--- src/shared/cgcs_pkg.sv ---
// Package of constants and types for the clock generator control pins
package cgcs_pkg;

   // ------------------------------------------------------------------
   // Sizes
   // ------------------------------------------------------------------
   localparam int CGCS_NUM_OUTPUTS = 10;  // Clock outputs driven
   localparam int CGCS_STEP_W      = 16;  // Width of step and offset
   localparam int CGCS_OSEL_W      = 4;   // Width of stepped-output index
   localparam int CGCS_REF_W       = 2;   // Width of reference select
   localparam int CGCS_STAT_W      = 4;   // Width of watched status vector
   localparam int CGCS_SYNC_STAGES = 2;   // Synchroniser depth

   // ------------------------------------------------------------------
   // Status vector field positions
   // ------------------------------------------------------------------
   localparam int CGCS_STAT_LOCK_POS = 0;  // PLL lock bit
   localparam int CGCS_STAT_LOSS_POS = 1;  // Crystal loss bit
   localparam int CGCS_STAT_REF_POS  = 2;  // Active reference, two bits

   // ------------------------------------------------------------------
   // Reset values
   // ------------------------------------------------------------------
   localparam logic [CGCS_STEP_W-1:0] CGCS_OFFSET_RST = 16'h0000;
   localparam logic [CGCS_REF_W-1:0]  CGCS_REF_RST    = 2'h0;
   localparam logic                   CGCS_IRQ_N_RST  = 1'h1;

   // ------------------------------------------------------------------
   // Types
   // ------------------------------------------------------------------
   typedef logic [CGCS_STEP_W-1:0] cgcs_step_t;   // Step or offset word
   typedef logic [CGCS_REF_W-1:0]  cgcs_ref_t;    // Reference index
   typedef logic [CGCS_OSEL_W-1:0] cgcs_osel_t;   // Output index

   // Serial port personality
   typedef enum logic {
      CGCS_PORT_SPI,
      CGCS_PORT_I2C
   } cgcs_port_e;

endpackage : cgcs_pkg

--- src/shared/cgcs_step_if.sv ---
// Interface carrying frequency step events between control modules
`timescale 1ns/10ps
interface cgcs_step_if;
   logic up_pulse;    // One-cycle step-up event
   logic down_pulse;  // One-cycle step-down event

   // Producer side: edge detector
   modport src (output up_pulse, output down_pulse);
   // Consumer side: offset accumulators
   modport dst (input up_pulse, input down_pulse);
endinterface : cgcs_step_if

--- src/cgcs_edge_sync.sv ---
// Synchronisers and rising-edge detectors for the step pins
`timescale 1ns/10ps
module cgcs_edge_sync
   import cgcs_pkg::*;
(
   input  wire logic mclk_in,          // Core clock
   input  wire logic rst_in,           // Synchronous reset
   input  wire logic freq_step_up_in,  // Raw step-up pin
   input  wire logic freq_step_down_in,// Raw step-down pin
   cgcs_step_if.src  step_out          // Step event pulses
);

   // ------------------------------------------------------------------
   // Synchroniser chains
   // ------------------------------------------------------------------
   logic [CGCS_SYNC_STAGES-1:0] up_sync_reg;    // Step-up chain
   logic [CGCS_SYNC_STAGES-1:0] down_sync_reg;  // Step-down chain
   logic                        up_last_reg;    // Previous settled up
   logic                        down_last_reg;  // Previous settled down

   // Shift pins in; only the last stage is looked at
   always_ff @(posedge mclk_in) begin
      if (rst_in) begin
         up_sync_reg   <= '0;
         down_sync_reg <= '0;
         up_last_reg   <= 1'h0;
         down_last_reg <= 1'h0;
      end else begin
         up_sync_reg   <= {up_sync_reg[CGCS_SYNC_STAGES-2:0],
                           freq_step_up_in};
         down_sync_reg <= {down_sync_reg[CGCS_SYNC_STAGES-2:0],
                           freq_step_down_in};
         up_last_reg   <= up_sync_reg[CGCS_SYNC_STAGES-1];
         down_last_reg <= down_sync_reg[CGCS_SYNC_STAGES-1];
      end
   end

   // ------------------------------------------------------------------
   // Edge detection: one pulse per assertion
   // ------------------------------------------------------------------
   assign step_out.up_pulse   = up_sync_reg[CGCS_SYNC_STAGES-1]
                                & ~up_last_reg;
   assign step_out.down_pulse = down_sync_reg[CGCS_SYNC_STAGES-1]
                                & ~down_last_reg;

endmodule // cgcs_edge_sync

--- src/cgcs_status_watch.sv ---
// Status change detector with sticky change flag
`timescale 1ns/10ps
module cgcs_status_watch
   import cgcs_pkg::*;
#(
   parameter int WIDTH = CGCS_STAT_W  // Watched vector width
)(
   input  wire logic             mclk_in,     // Core clock
   input  wire logic             rst_in,      // Synchronous reset
   input  wire logic [WIDTH-1:0] status_in,   // Watched status
   input  wire logic             clear_in,    // Clear sticky flag
   output logic                  changed_out  // Sticky change flag
);

   // ------------------------------------------------------------------
   // State
   // ------------------------------------------------------------------
   logic [WIDTH-1:0] prev_reg;     // Status seen last cycle
   logic             primed_reg;   // Prev holds a real sample
   logic             changed_reg;  // Sticky flag
   wire              edge_seen;    // Any bit moved this cycle

   // Difference against the last sample, only once primed
   assign edge_seen = primed_reg & (|(prev_reg ^ status_in));

   // Track status; a change beats a same-cycle clear
   always_ff @(posedge mclk_in) begin
      if (rst_in) begin
         prev_reg    <= '0;
         primed_reg  <= 1'h0;
         changed_reg <= 1'h0;
      end else begin
         prev_reg    <= status_in;
         primed_reg  <= 1'h1;
         if (edge_seen) begin
            changed_reg <= 1'h1;  // Set wins
         end else if (clear_in) begin
            changed_reg <= 1'h0;
         end
      end
   end

   assign changed_out = changed_reg;

endmodule // cgcs_status_watch

--- src/cgcs_ctrl.sv ---
// Control and status pin logic of a multi-output clock generator
`timescale 1ns/10ps
module cgcs_ctrl
   import cgcs_pkg::*;
#(
   parameter int NUM_OUTPUTS = CGCS_NUM_OUTPUTS,  // Clock outputs
   parameter int STEP_W      = CGCS_STEP_W        // Step word width
)(
   // Clock and reset
   input  wire logic                 mclk_in,
   input  wire logic                 rst_in,
   input  wire logic                 device_reset_n_in,
   // Serial port personality pins
   input  wire logic                 i2c_select_in,
   input  wire logic                 addr_low_or_chip_select_n_in,
   output logic                      i2c_addr_bit0_out,
   output logic                      spi_chip_select_out,
   output cgcs_pkg::cgcs_port_e      port_mode_out,
   // Output enable and alignment pins
   input  wire logic                 output_disable_pin_in,
   input  wire logic                 output_divider_align_n_in,
   input  wire logic [NUM_OUTPUTS-1:0] output_enable_cfg_in,
   output logic [NUM_OUTPUTS-1:0]    clock_output_enable_out,
   output logic                      divider_reset_out,
   // Frequency stepping
   input  wire logic                 freq_step_up_in,
   input  wire logic                 freq_step_down_in,
   input  wire cgcs_pkg::cgcs_osel_t step_output_sel_in,
   input  wire logic [STEP_W-1:0]    step_size_in,
   output logic [NUM_OUTPUTS-1:0][STEP_W-1:0] freq_offset_out,
   output logic                      freq_step_done_out,
   // Reference selection
   input  wire logic                 manual_ref_mode_in,
   input  wire logic                 in_select0_in,
   input  wire logic                 in_select1_in,
   input  wire cgcs_pkg::cgcs_ref_t  auto_ref_sel_in,
   output cgcs_pkg::cgcs_ref_t       active_ref_out,
   // Status from the analog core
   input  wire logic                 pll_locked_in,
   input  wire logic                 crystal_signal_valid_in,
   input  wire logic                 irq_clear_in,
   // Status pins
   output logic                      pll_lock_indicator_out,
   output logic                      crystal_signal_loss_indicator_out,
   output logic                      status_change_irq_n_out
);

   // ------------------------------------------------------------------
   // Reset combination
   // ------------------------------------------------------------------
   // Core reset or reset pin low; both sampled on the clock
   wire core_reset;  // Combined synchronous reset

   assign core_reset = rst_in | ~device_reset_n_in;

   // ------------------------------------------------------------------
   // Serial port personality decode
   // ------------------------------------------------------------------
   wire         i2c_mode;        // Port runs as I2C
   wire         addr_bit_next;   // Address bit in I2C mode
   wire         chip_sel_next;   // Active-high select in SPI mode
   cgcs_port_e  port_mode_next;  // Personality for the port engine

   assign i2c_mode       = i2c_select_in;
   assign port_mode_next = i2c_mode ? CGCS_PORT_I2C
                                    : CGCS_PORT_SPI;
   // Bit zero in SPI mode, select off in I2C mode
   assign addr_bit_next  = i2c_mode & addr_low_or_chip_select_n_in;
   assign chip_sel_next  = ~i2c_mode & ~addr_low_or_chip_select_n_in;

   logic        addr_bit_reg;   // Registered address bit
   logic        chip_sel_reg;   // Registered chip select
   cgcs_port_e  port_mode_reg;  // Registered personality

   // Register the personality outputs
   always_ff @(posedge mclk_in) begin
      if (core_reset) begin
         addr_bit_reg  <= 1'h0;
         chip_sel_reg  <= 1'h0;
         port_mode_reg <= CGCS_PORT_I2C;
      end else begin
         addr_bit_reg  <= addr_bit_next;
         chip_sel_reg  <= chip_sel_next;
         port_mode_reg <= port_mode_next;
      end
   end

   assign i2c_addr_bit0_out   = addr_bit_reg;
   assign spi_chip_select_out = chip_sel_reg;
   assign port_mode_out       = port_mode_reg;

   // ------------------------------------------------------------------
   // Clock output enables
   // ------------------------------------------------------------------
   // Run out of reset, disable pin low, per-output enable set
   wire [NUM_OUTPUTS-1:0] enable_next;  // Next enable per output

   assign enable_next = (core_reset | output_disable_pin_in)
                        ? '0 : output_enable_cfg_in;

   logic [NUM_OUTPUTS-1:0] enable_reg;  // Registered enables

   // Enables forced off while in reset
   always_ff @(posedge mclk_in) begin
      if (core_reset) begin
         enable_reg <= '0;
      end else begin
         enable_reg <= enable_next;
      end
   end

   assign clock_output_enable_out = enable_reg;

   // ------------------------------------------------------------------
   // Output divider alignment
   // ------------------------------------------------------------------
   // Align pin low or reset holds dividers, so they restart aligned
   wire divider_reset_next;  // Hold dividers in reset

   assign divider_reset_next = ~output_divider_align_n_in;

   logic divider_reset_reg;  // Registered divider reset

   // Divider reset follows the align pin
   always_ff @(posedge mclk_in) begin
      if (core_reset) begin
         divider_reset_reg <= 1'h1;
      end else begin
         divider_reset_reg <= divider_reset_next;
      end
   end

   assign divider_reset_out = divider_reset_reg;

   // ------------------------------------------------------------------
   // Step pin synchronisation
   // ------------------------------------------------------------------
   cgcs_step_if step_bus ();  // Step events to the accumulators

   // Sync and edge-detect step pins
   cgcs_edge_sync u_edge_sync (
      .mclk_in           (mclk_in),
      .rst_in            (core_reset),
      .freq_step_up_in   (freq_step_up_in),
      .freq_step_down_in (freq_step_down_in),
      .step_out          (step_bus.src)
   );

   // ------------------------------------------------------------------
   // Frequency offset accumulators
   // ------------------------------------------------------------------
   // Wrapping offset per output; up and down together cancel
   wire step_up;    // Step-up event
   wire step_down;  // Step-down event
   wire step_any;   // Exactly one direction stepped

   assign step_up   = step_bus.up_pulse;
   assign step_down = step_bus.down_pulse;
   assign step_any  = step_up ^ step_down;

   logic [NUM_OUTPUTS-1:0][STEP_W-1:0] offset_reg;  // Offsets

   // One accumulator per output
   genvar gi;
   generate
      for (gi = 0; gi < NUM_OUTPUTS; gi++) begin : g_offset
         wire               hit;       // This output is the target
         wire [STEP_W-1:0]  up_val;    // Offset plus one step
         wire [STEP_W-1:0]  down_val;  // Offset minus one step
         wire [STEP_W-1:0]  offset_next;

         assign hit      = (step_output_sel_in
                            == CGCS_OSEL_W'(gi));
         assign up_val   = STEP_W'(offset_reg[gi] + step_size_in);
         assign down_val = STEP_W'(offset_reg[gi] - step_size_in);
         assign offset_next = !(hit && step_any) ? offset_reg[gi]
                              : step_up ? up_val
                              : down_val;

         // Offset returns to its default in reset
         always_ff @(posedge mclk_in) begin
            if (core_reset) begin
               offset_reg[gi] <= STEP_W'(CGCS_OFFSET_RST);
            end else begin
               offset_reg[gi] <= offset_next;
            end
         end
      end
   endgenerate

   assign freq_offset_out = offset_reg;

   // ------------------------------------------------------------------
   // Step completion strobe
   // ------------------------------------------------------------------
   wire step_valid;  // Step hit an existing output

   assign step_valid = step_any
                       && (32'(step_output_sel_in) < NUM_OUTPUTS);

   logic step_done_reg;  // Pulse on the edge the offset updates, one cycle after a step event

   // Strobe a step that changed an offset
   always_ff @(posedge mclk_in) begin
      if (core_reset) begin
         step_done_reg <= 1'h0;
      end else begin
         step_done_reg <= step_valid;
      end
   end

   assign freq_step_done_out = step_done_reg;

   // ------------------------------------------------------------------
   // Reference selection
   // ------------------------------------------------------------------
   // Pins pick the reference in manual mode, else configuration
   wire [CGCS_REF_W-1:0] pin_ref;   // Reference from pins
   wire [CGCS_REF_W-1:0] ref_next;  // Chosen reference

   assign pin_ref  = {in_select1_in, in_select0_in};
   assign ref_next = manual_ref_mode_in ? pin_ref
                                        : auto_ref_sel_in;

   logic [CGCS_REF_W-1:0] ref_reg;  // Registered reference

   // Reference returns to its default in reset
   always_ff @(posedge mclk_in) begin
      if (core_reset) begin
         ref_reg <= CGCS_REF_RST;
      end else begin
         ref_reg <= ref_next;
      end
   end

   assign active_ref_out = ref_reg;

   // ------------------------------------------------------------------
   // Status indicators
   // ------------------------------------------------------------------
   logic lock_reg;  // Lock indicator, high when locked
   logic loss_reg;  // Crystal loss indicator, high on loss

   // Indicators follow status; unlocked in reset
   always_ff @(posedge mclk_in) begin
      if (core_reset) begin
         lock_reg <= 1'h0;
         loss_reg <= 1'h0;
      end else begin
         lock_reg <= pll_locked_in;
         loss_reg <= ~crystal_signal_valid_in;
      end
   end

   assign pll_lock_indicator_out            = lock_reg;
   assign crystal_signal_loss_indicator_out = loss_reg;

   // ------------------------------------------------------------------
   // Status change interrupt
   // ------------------------------------------------------------------
   // Lock, loss or reference movement latches a flag: pin low
   wire [CGCS_STAT_W-1:0] status_vec;  // Watched status
   wire                   changed;     // Sticky change flag

   assign status_vec[CGCS_STAT_LOCK_POS] = lock_reg;
   assign status_vec[CGCS_STAT_LOSS_POS] = loss_reg;
   assign status_vec[CGCS_STAT_REF_POS +: CGCS_REF_W] = ref_reg;

   // Change detector with set-over-clear
   cgcs_status_watch #(
      .WIDTH (CGCS_STAT_W)
   ) u_status_watch (
      .mclk_in     (mclk_in),
      .rst_in      (core_reset),
      .status_in   (status_vec),
      .clear_in    (irq_clear_in),
      .changed_out (changed)
   );

   logic irq_n_reg;  // Interrupt pin level

   // Drive the pin low while a change is pending
   always_ff @(posedge mclk_in) begin
      if (core_reset) begin
         irq_n_reg <= CGCS_IRQ_N_RST;
      end else begin
         irq_n_reg <= ~changed;
      end
   end

   assign status_change_irq_n_out = irq_n_reg;

endmodule // cgcs_ctrl

--- config.mk ---
export PLATFORM = sky130hd
export DESIGN_NAME = cgcs_ctrl
export DESIGN_NICKNAME = d
export VERILOG_FILES = /design/src/shared/cgcs_pkg.sv /design/src/shared/cgcs_step_if.sv /design/src/cgcs_edge_sync.sv /design/src/cgcs_status_watch.sv /design/src/cgcs_ctrl.sv
export SDC_FILE = /design/constraint.sdc
export NUM_CORES = 1
export LEC_CHECK = 0
export BUFFER_PORTS_ARGS = -buffer_cell sky130_fd_sc_hd__buf_2
export CAP_MARGIN = 20
export CORE_MARGIN = 2
export CORE_UTILIZATION = 62
export CTS_CLUSTER_SIZE = 16
export DETAILED_ROUTE_END_ITERATION = 6
export PLACE_DENSITY = 0.9
export SYNTH_ARGS = -nofsm -noshare
export SYNTH_HDL_FRONTEND = slang
export SYNTH_SLANG_ARGS = --single-unit
--- constraint.sdc ---
create_clock -name mclk_in -period 7.7 [get_ports mclk_in]
set_clock_uncertainty 0.1 [all_clocks]
set_input_delay 0.77 -clock mclk_in [delete_from_list [all_inputs] [get_ports mclk_in]]
set_output_delay 0.77 -clock mclk_in [all_outputs]
set_load 0.005 [all_outputs]
* After elaboration in Yosys (flattened, before gate mapping) *
Index checks and enable logic that the tools add are counted.

word-level totals
  bits in registers = 192
  output and inout bits = 180

operators by class
  $add $sub $neg = 20
  magnitude comparators = 1
  equal/unequal tests = 9
  mux-type cells = 15
  bitwise logic cells = 17
  reduce and logical (&&, ||, !) cells = 15

operator list
  kind                                                  count
  adder 16 bit                                          10
  2-to-1 mux 16 bit                                     10
  subtractor 16 bit                                     10
  equality test 4 x 3 -> 1 bit (second input constant)  4
  logical AND 1 bit                                     11
  equality test 4 x 2 -> 1 bit (second input constant)  2
  equality test 4 bit (second input constant)           2
  NOT 1 bit                                             8
  AND 1 bit                                             5
  equality test 4 x 1 -> 1 bit (second input constant)  1
  zero test 4 bit                                       1
  < comparator 4 bit (second input constant)            1
  2-to-1 mux 1 bit                                      4
  OR reduction 4 bit                                    1
  bitwise XOR 4 bit                                     1
  2-to-1 mux 2 bit                                      1
  bitwise OR 1 bit                                      2
  nonzero test 2 bit                                    1
  OR reduction 2 bit                                    1
  bitwise XOR 1 bit                                     1

* Logic depth before layout (Yosys ltp) *
  word-level depth = 4
  gate-level depth with buffers = 15
  depth with buffers taken out = 15

* Hierarchy *
From an unflattened synthesis, not the netlist that was laid out.

unflattened totals
  cells, all modules = 1689
  area total of the unflattened synthesis = 13758.2 um^2

by module, submodules not included
  module             times used  cells an instance  area an instance (um^2)  seq. area each (um^2)
  cgcs_ctrl          1           1657               13384.1                  3603.5
  cgcs_status_watch  1           18                 203.9                    120.1
  cgcs_edge_sync     1           14                 170.2                    120.1

* Worst setup path after synthesis *
No wires, ideal clock.

  path type = input port to flip-flop
  start point = input port step_size_in[1]
  end point = register offset_reg, in the netlist freq_offset_out[93]
  arrival time = 4.479 ns
  slack = 3.046 ns
  cell stages on the path = 11
  buffers on the path = 0
  cell sequence = inv_1 o21ai_0 ha_1 a211oi_2 o21bai_1 a21oi_2 o31a_1 o21ai_1 and2_1 or4_1 a31oi_1

between the ends
  word-level cells in the longest chain between the ends = 2
  elaborated cells between the ends (all ways) = 3
  classes of those cells = add/sub: 2; mux: 1

ends and longest elaborated chain
  item                                                      RTL line                            text
  from (decl)                                               cgcs_ctrl.sv:29                     input wire logic [STEP_W-1:0] step_size_in,
  subtractor 16 bit / adder 16 bit (equally long branches)  cgcs_ctrl.sv:175, cgcs_ctrl.sv:174
  2-to-1 mux 16 bit *                                       cgcs_ctrl.sv:177                    : step_up ? up_val
  to (signal, indexed assignment)                           cgcs_ctrl.sv:183                    offset_reg[gi] <= STEP_W'(CGCS_OFFSET_RST);
  to (signal, indexed assignment)                           cgcs_ctrl.sv:185                    offset_reg[gi] <= offset_next;
  to (decl)                                                 cgcs_ctrl.sv:161                    logic [NUM_OUTPUTS-1:0][STEP_W-1:0] offset_reg;

Every way passes the cells marked *; elsewhere a longest branch is shown, timed or not.
A chain may end at the register's enable or synchronous reset.

* Worst setup path after layout *
  start point = input port step_size_in[0]
  end point = register offset_reg, in the netlist freq_offset_out[143]

Same word-level chain as after synthesis.

==> impl_metrics.yaml <==
cells_and_area:
  largest_reg_flops: 160
  nets: 2122
  leading_cell_type_in_the_layout_fill_and_taps_excluded: "sky130_fd_sc_hd__nand2_1"
  regArea_sq_um: 3840
  drive_gt1_share_pct: 15.9
  fill_cells: 1647
  multiInputGateArea_sq_um: 9440
  final_cell_mix: "sky130_fd_sc_hd__nand2_1, sky130_fd_sc_hd__buf_2, sky130_fd_sc_hd__a21oi_1"
  stdcell_count: 2179
  syn_to_final_growth_pct: 15.4
sta:
  totalNegativeSetupSlack_ns: 0
  setup_repair_after_global_routing_missed_its_margin: "no"
  final_min_period_over_clock_period_pct: 59.0
  timing.fmax_mhz: 220
  setup_viol_count_final: 0
  number_of_failing_hold_endpoints_at_the_final_stage: 0
  worstMarginPinSlew_ns: 1.23
  relative_slew_margins_pct: 17.9
  post-route-min-period_ns: 4.54
  maxSlewViolCount: 0
power:
  power.share.switching_pct: 27.8
  pwr_density_cell_nw_per_um2: 142
  switching_power_w: 0.000617
  comb_power_share_pct: 14.9
  power_report.internal_total_w: 0.00160
  cellLeakagePower_nw: 7.42
  sequentialPowerShare_pct: 45.1
  power.clock.fraction_pct: 40.1
  worst_ir_drop_vdd_uv: 158
synthesis:
  ys_types: 65
  synth-seq-cells: 192
  postSynthCellCount: 1675
  syn-num-nets: 1913
  yosys_warnings: 0
  synth_area_leaders: "sky130_fd_sc_hd__dfxtp_1, sky130_fd_sc_hd__ha_1, sky130_fd_sc_hd__a21oi_1"
  syn_area_per_cell_sq_um: 8.10
  netlist_area_sq_um: 13600
  async_flop_share_pct: 0
  synth_top_cell_area_share_pct: 28.3
  synth.largest_area_cell: "sky130_fd_sc_hd__dfxtp_1"
  synth_seq_area_share_pct: 28.3
  synth_enable_flop_cells: 0
  postSynth.topFlopCell: "sky130_fd_sc_hd__dfxtp_1"
global_routing:
  grt_use_met3_pct: 7.10
  grt_start_max_net_pins: 56
  first_global_vias: 13000
  global_route.peak_usage_layer: "met2"
  grt_met2_use_pct: 57.2
  grtUsageMet1_pct: 39.6
  grt_util_all_layers_pct: 34.3
  grt_first_pass_wirelength_um: 64800
  globalRouteOverflowTotal: 0
  grt_antenna_before_repair: 5
clock_network:
  clockBufferDepth: 2
  htree_num_levels: 4
  clock_transition_at_the_registers_of_the_reported_paths_ns: 0.07
  post_cts.resized_instances: 0
  cts_hold_buf: 0
  cts_buffers: 17
  clock_sink_count: 192
  clock_tree_from_tritoncts: "yes"
  clock_latency_ns: 0.44
  count_of_buffers_added_by_post_cts_timing_repair_for_setup: 0
  cts_root_buffer: "sky130_fd_sc_hd__clkbuf_16"
min_path:
  hold_crit_class: "register to register"
route:
  dr.pass1.iters: 6
  avgViaCountPerCell: 6.13
  routedWlPerCell_um: 18.7
  finalWirelength_um: 40800
  initialDrtViolationCount: 892
  routed-via-count: 13400
  remaining_drc_errors: 0
  postRouteAntennaNets: 0
critical_path:
  crit_required_ns: 7.96
  cp_slowest_stage_delay_ns: 0.58
  critical_path_class: "primary input to register"
  critPathArrivalTime_ns: 4.80
  path_max_fanout: 13
  timing.critical_path.cells: "buf_2 > inv_1 > ha_1 > nand2_1 > nor3b_1 > a21oi_1 > xor2_2 > buf_4 > ha_1 > a21o_1 > a21oi_1 > nor2b_1 > a2111oi_0 > mux2i_1 > mux2i_1"
  cpMaxStageDelayCell: "sky130_fd_sc_hd__a2111oi_0"
  setup.worst_path.start_class: "primary input"
  worstSetupEndpointType: "register"
placed_design:
  port_buffers: 226
  placed_cells_incl_taps: 2143
  post-dp-hpwl_um: 29200
  gp_routability_congestion: 0.918
floorplanning:
  initial_utilization_pct: 62.7
  fp-row-count: 54
  io-pin-count: 227
  core_area_sq_um: 21600
  die-width_um: 152
  die_height_um: 152
  die_area_sq_um: 23100
run_status:
  status: "completed"
job:
  timing.max_cap.violations: 0
[synth_stat cells (2+ instances only)]
cell type,count
sky130_fd_sc_hd__a2111oi_0,3
sky130_fd_sc_hd__a211o_1,2
sky130_fd_sc_hd__a211oi_1,23
sky130_fd_sc_hd__a21o_1,63
sky130_fd_sc_hd__a21oi_1,202
sky130_fd_sc_hd__a221oi_1,6
sky130_fd_sc_hd__a31oi_1,20
sky130_fd_sc_hd__and2_0,2
sky130_fd_sc_hd__and2_1,24
sky130_fd_sc_hd__and3_1,5
sky130_fd_sc_hd__buf_1,2
sky130_fd_sc_hd__buf_2,7
sky130_fd_sc_hd__clkbuf_1,44
sky130_fd_sc_hd__dfxtp_1,192
sky130_fd_sc_hd__fa_1,10
sky130_fd_sc_hd__ha_1,181
sky130_fd_sc_hd__inv_1,44
sky130_fd_sc_hd__mux2i_1,7
sky130_fd_sc_hd__nand2_1,268
sky130_fd_sc_hd__nand2b_1,21
sky130_fd_sc_hd__nand3_1,43
sky130_fd_sc_hd__nand3b_1,2
sky130_fd_sc_hd__nand4_1,13
sky130_fd_sc_hd__nor2_1,108
sky130_fd_sc_hd__nor2b_1,7
sky130_fd_sc_hd__nor3_1,15
sky130_fd_sc_hd__nor4_1,2
sky130_fd_sc_hd__nor4_2,2
sky130_fd_sc_hd__o211ai_1,12
sky130_fd_sc_hd__o21a_1,13
sky130_fd_sc_hd__o21ai_0,78
sky130_fd_sc_hd__o21ai_1,22
sky130_fd_sc_hd__o21bai_1,29
sky130_fd_sc_hd__o31a_1,7
sky130_fd_sc_hd__o31ai_1,15
sky130_fd_sc_hd__o41ai_1,2
sky130_fd_sc_hd__or3_1,13
sky130_fd_sc_hd__xnor2_1,84
sky130_fd_sc_hd__xor2_1,56
[worst paths after layout]
path,endpoint,from,depth (start not counted),slack [ns]
worst min register to register,status_change_irq_n_out,u_status_watch.changed_out,1,0.29
worst max register to register,freq_offset_out[143],u_edge_sync.up_sync_reg[1],11,3.41
worst max-delay path,freq_offset_out[143],step_size_in[0],15,3.16
worst min-delay path,status_change_irq_n_out,u_status_watch.changed_out,1,0.29
[metrics by stage]
step / util [%] / total power (W) / setup slack [ns] / instance area, sq um / hold slack [ns]
global placement: 69.6 / 0.00133 / 3.07 / 15000 / 0.264
CTS: 72.2 / 0.00221 / 3.22 / 15600 / 0.294
floorplan: - / 0.00124 / 3.05 / 13600 / 0.258
detailed placement: 69.6 / 0.00134 / 2.95 / 15000 / 0.271
global route: 72.4 / 0.00230 / 2.90 / 15600 / 0.318
finish: 72.4 / 0.00222 / 3.16 / 15700 / 0.292
[cell type report]
type | instances | share of cell area, %
diodes | 3 | 0.0480
clock buffers | 19 | 2.83
clock inverters | 12 | 0.847
inverters | 44 | 1.06
multi-input cells | 1386 | 60.3
flip-flops and latches | 192 | 24.6
well taps | 280 | 2.24
repair buffers | 243 | 8.11
[critical path: cells and delay by family]
kind | cells | cell delay [ns]
muxes | 2 | 0.50
and+or+nand+nor | 3 | 0.58
adders and majority gates | 2 | 0.51
AOI/OAI and AO/OA | 4 | 1.11
buffers and inverters | 3 | 0.74
xor gates and xnor gates | 1 | 0.56
[kinds of logic after synthesis]
logic type,synth area share (%)
AO/OA/AOI/OAI,23.0
multiplexers,0.517
XOR/XNOR,9.57
buffers and inverters,2.75
AND/OR/NAND/NOR,17.6
flip-flops,28.3
adder cells (fa/ha/maj),18.2
[power by group through the flow]
stage | logic [W] | clock network [W] | registers (W)
after floorplan | 0.000215 | 0 | 0.00102
after global placement | 0.000305 | 0 | 0.00102
after detailed placement | 0.000317 | 0 | 0.00102
after CTS | 0.000321 | 0.000892 | 0.00100
after global routing | 0.000357 | 0.000940 | 0.00100
final | 0.000330 | 0.000889 | 0.00100
[metal layers]
metal	vias to the layer above	part of all wire (%)
met4	4	6.8
met5	-	0.059
met3	186	8.5
met1	6180	38
li1	6342	-
met2	650	47
Note: power is estimated with default switching activity, not from simulation.
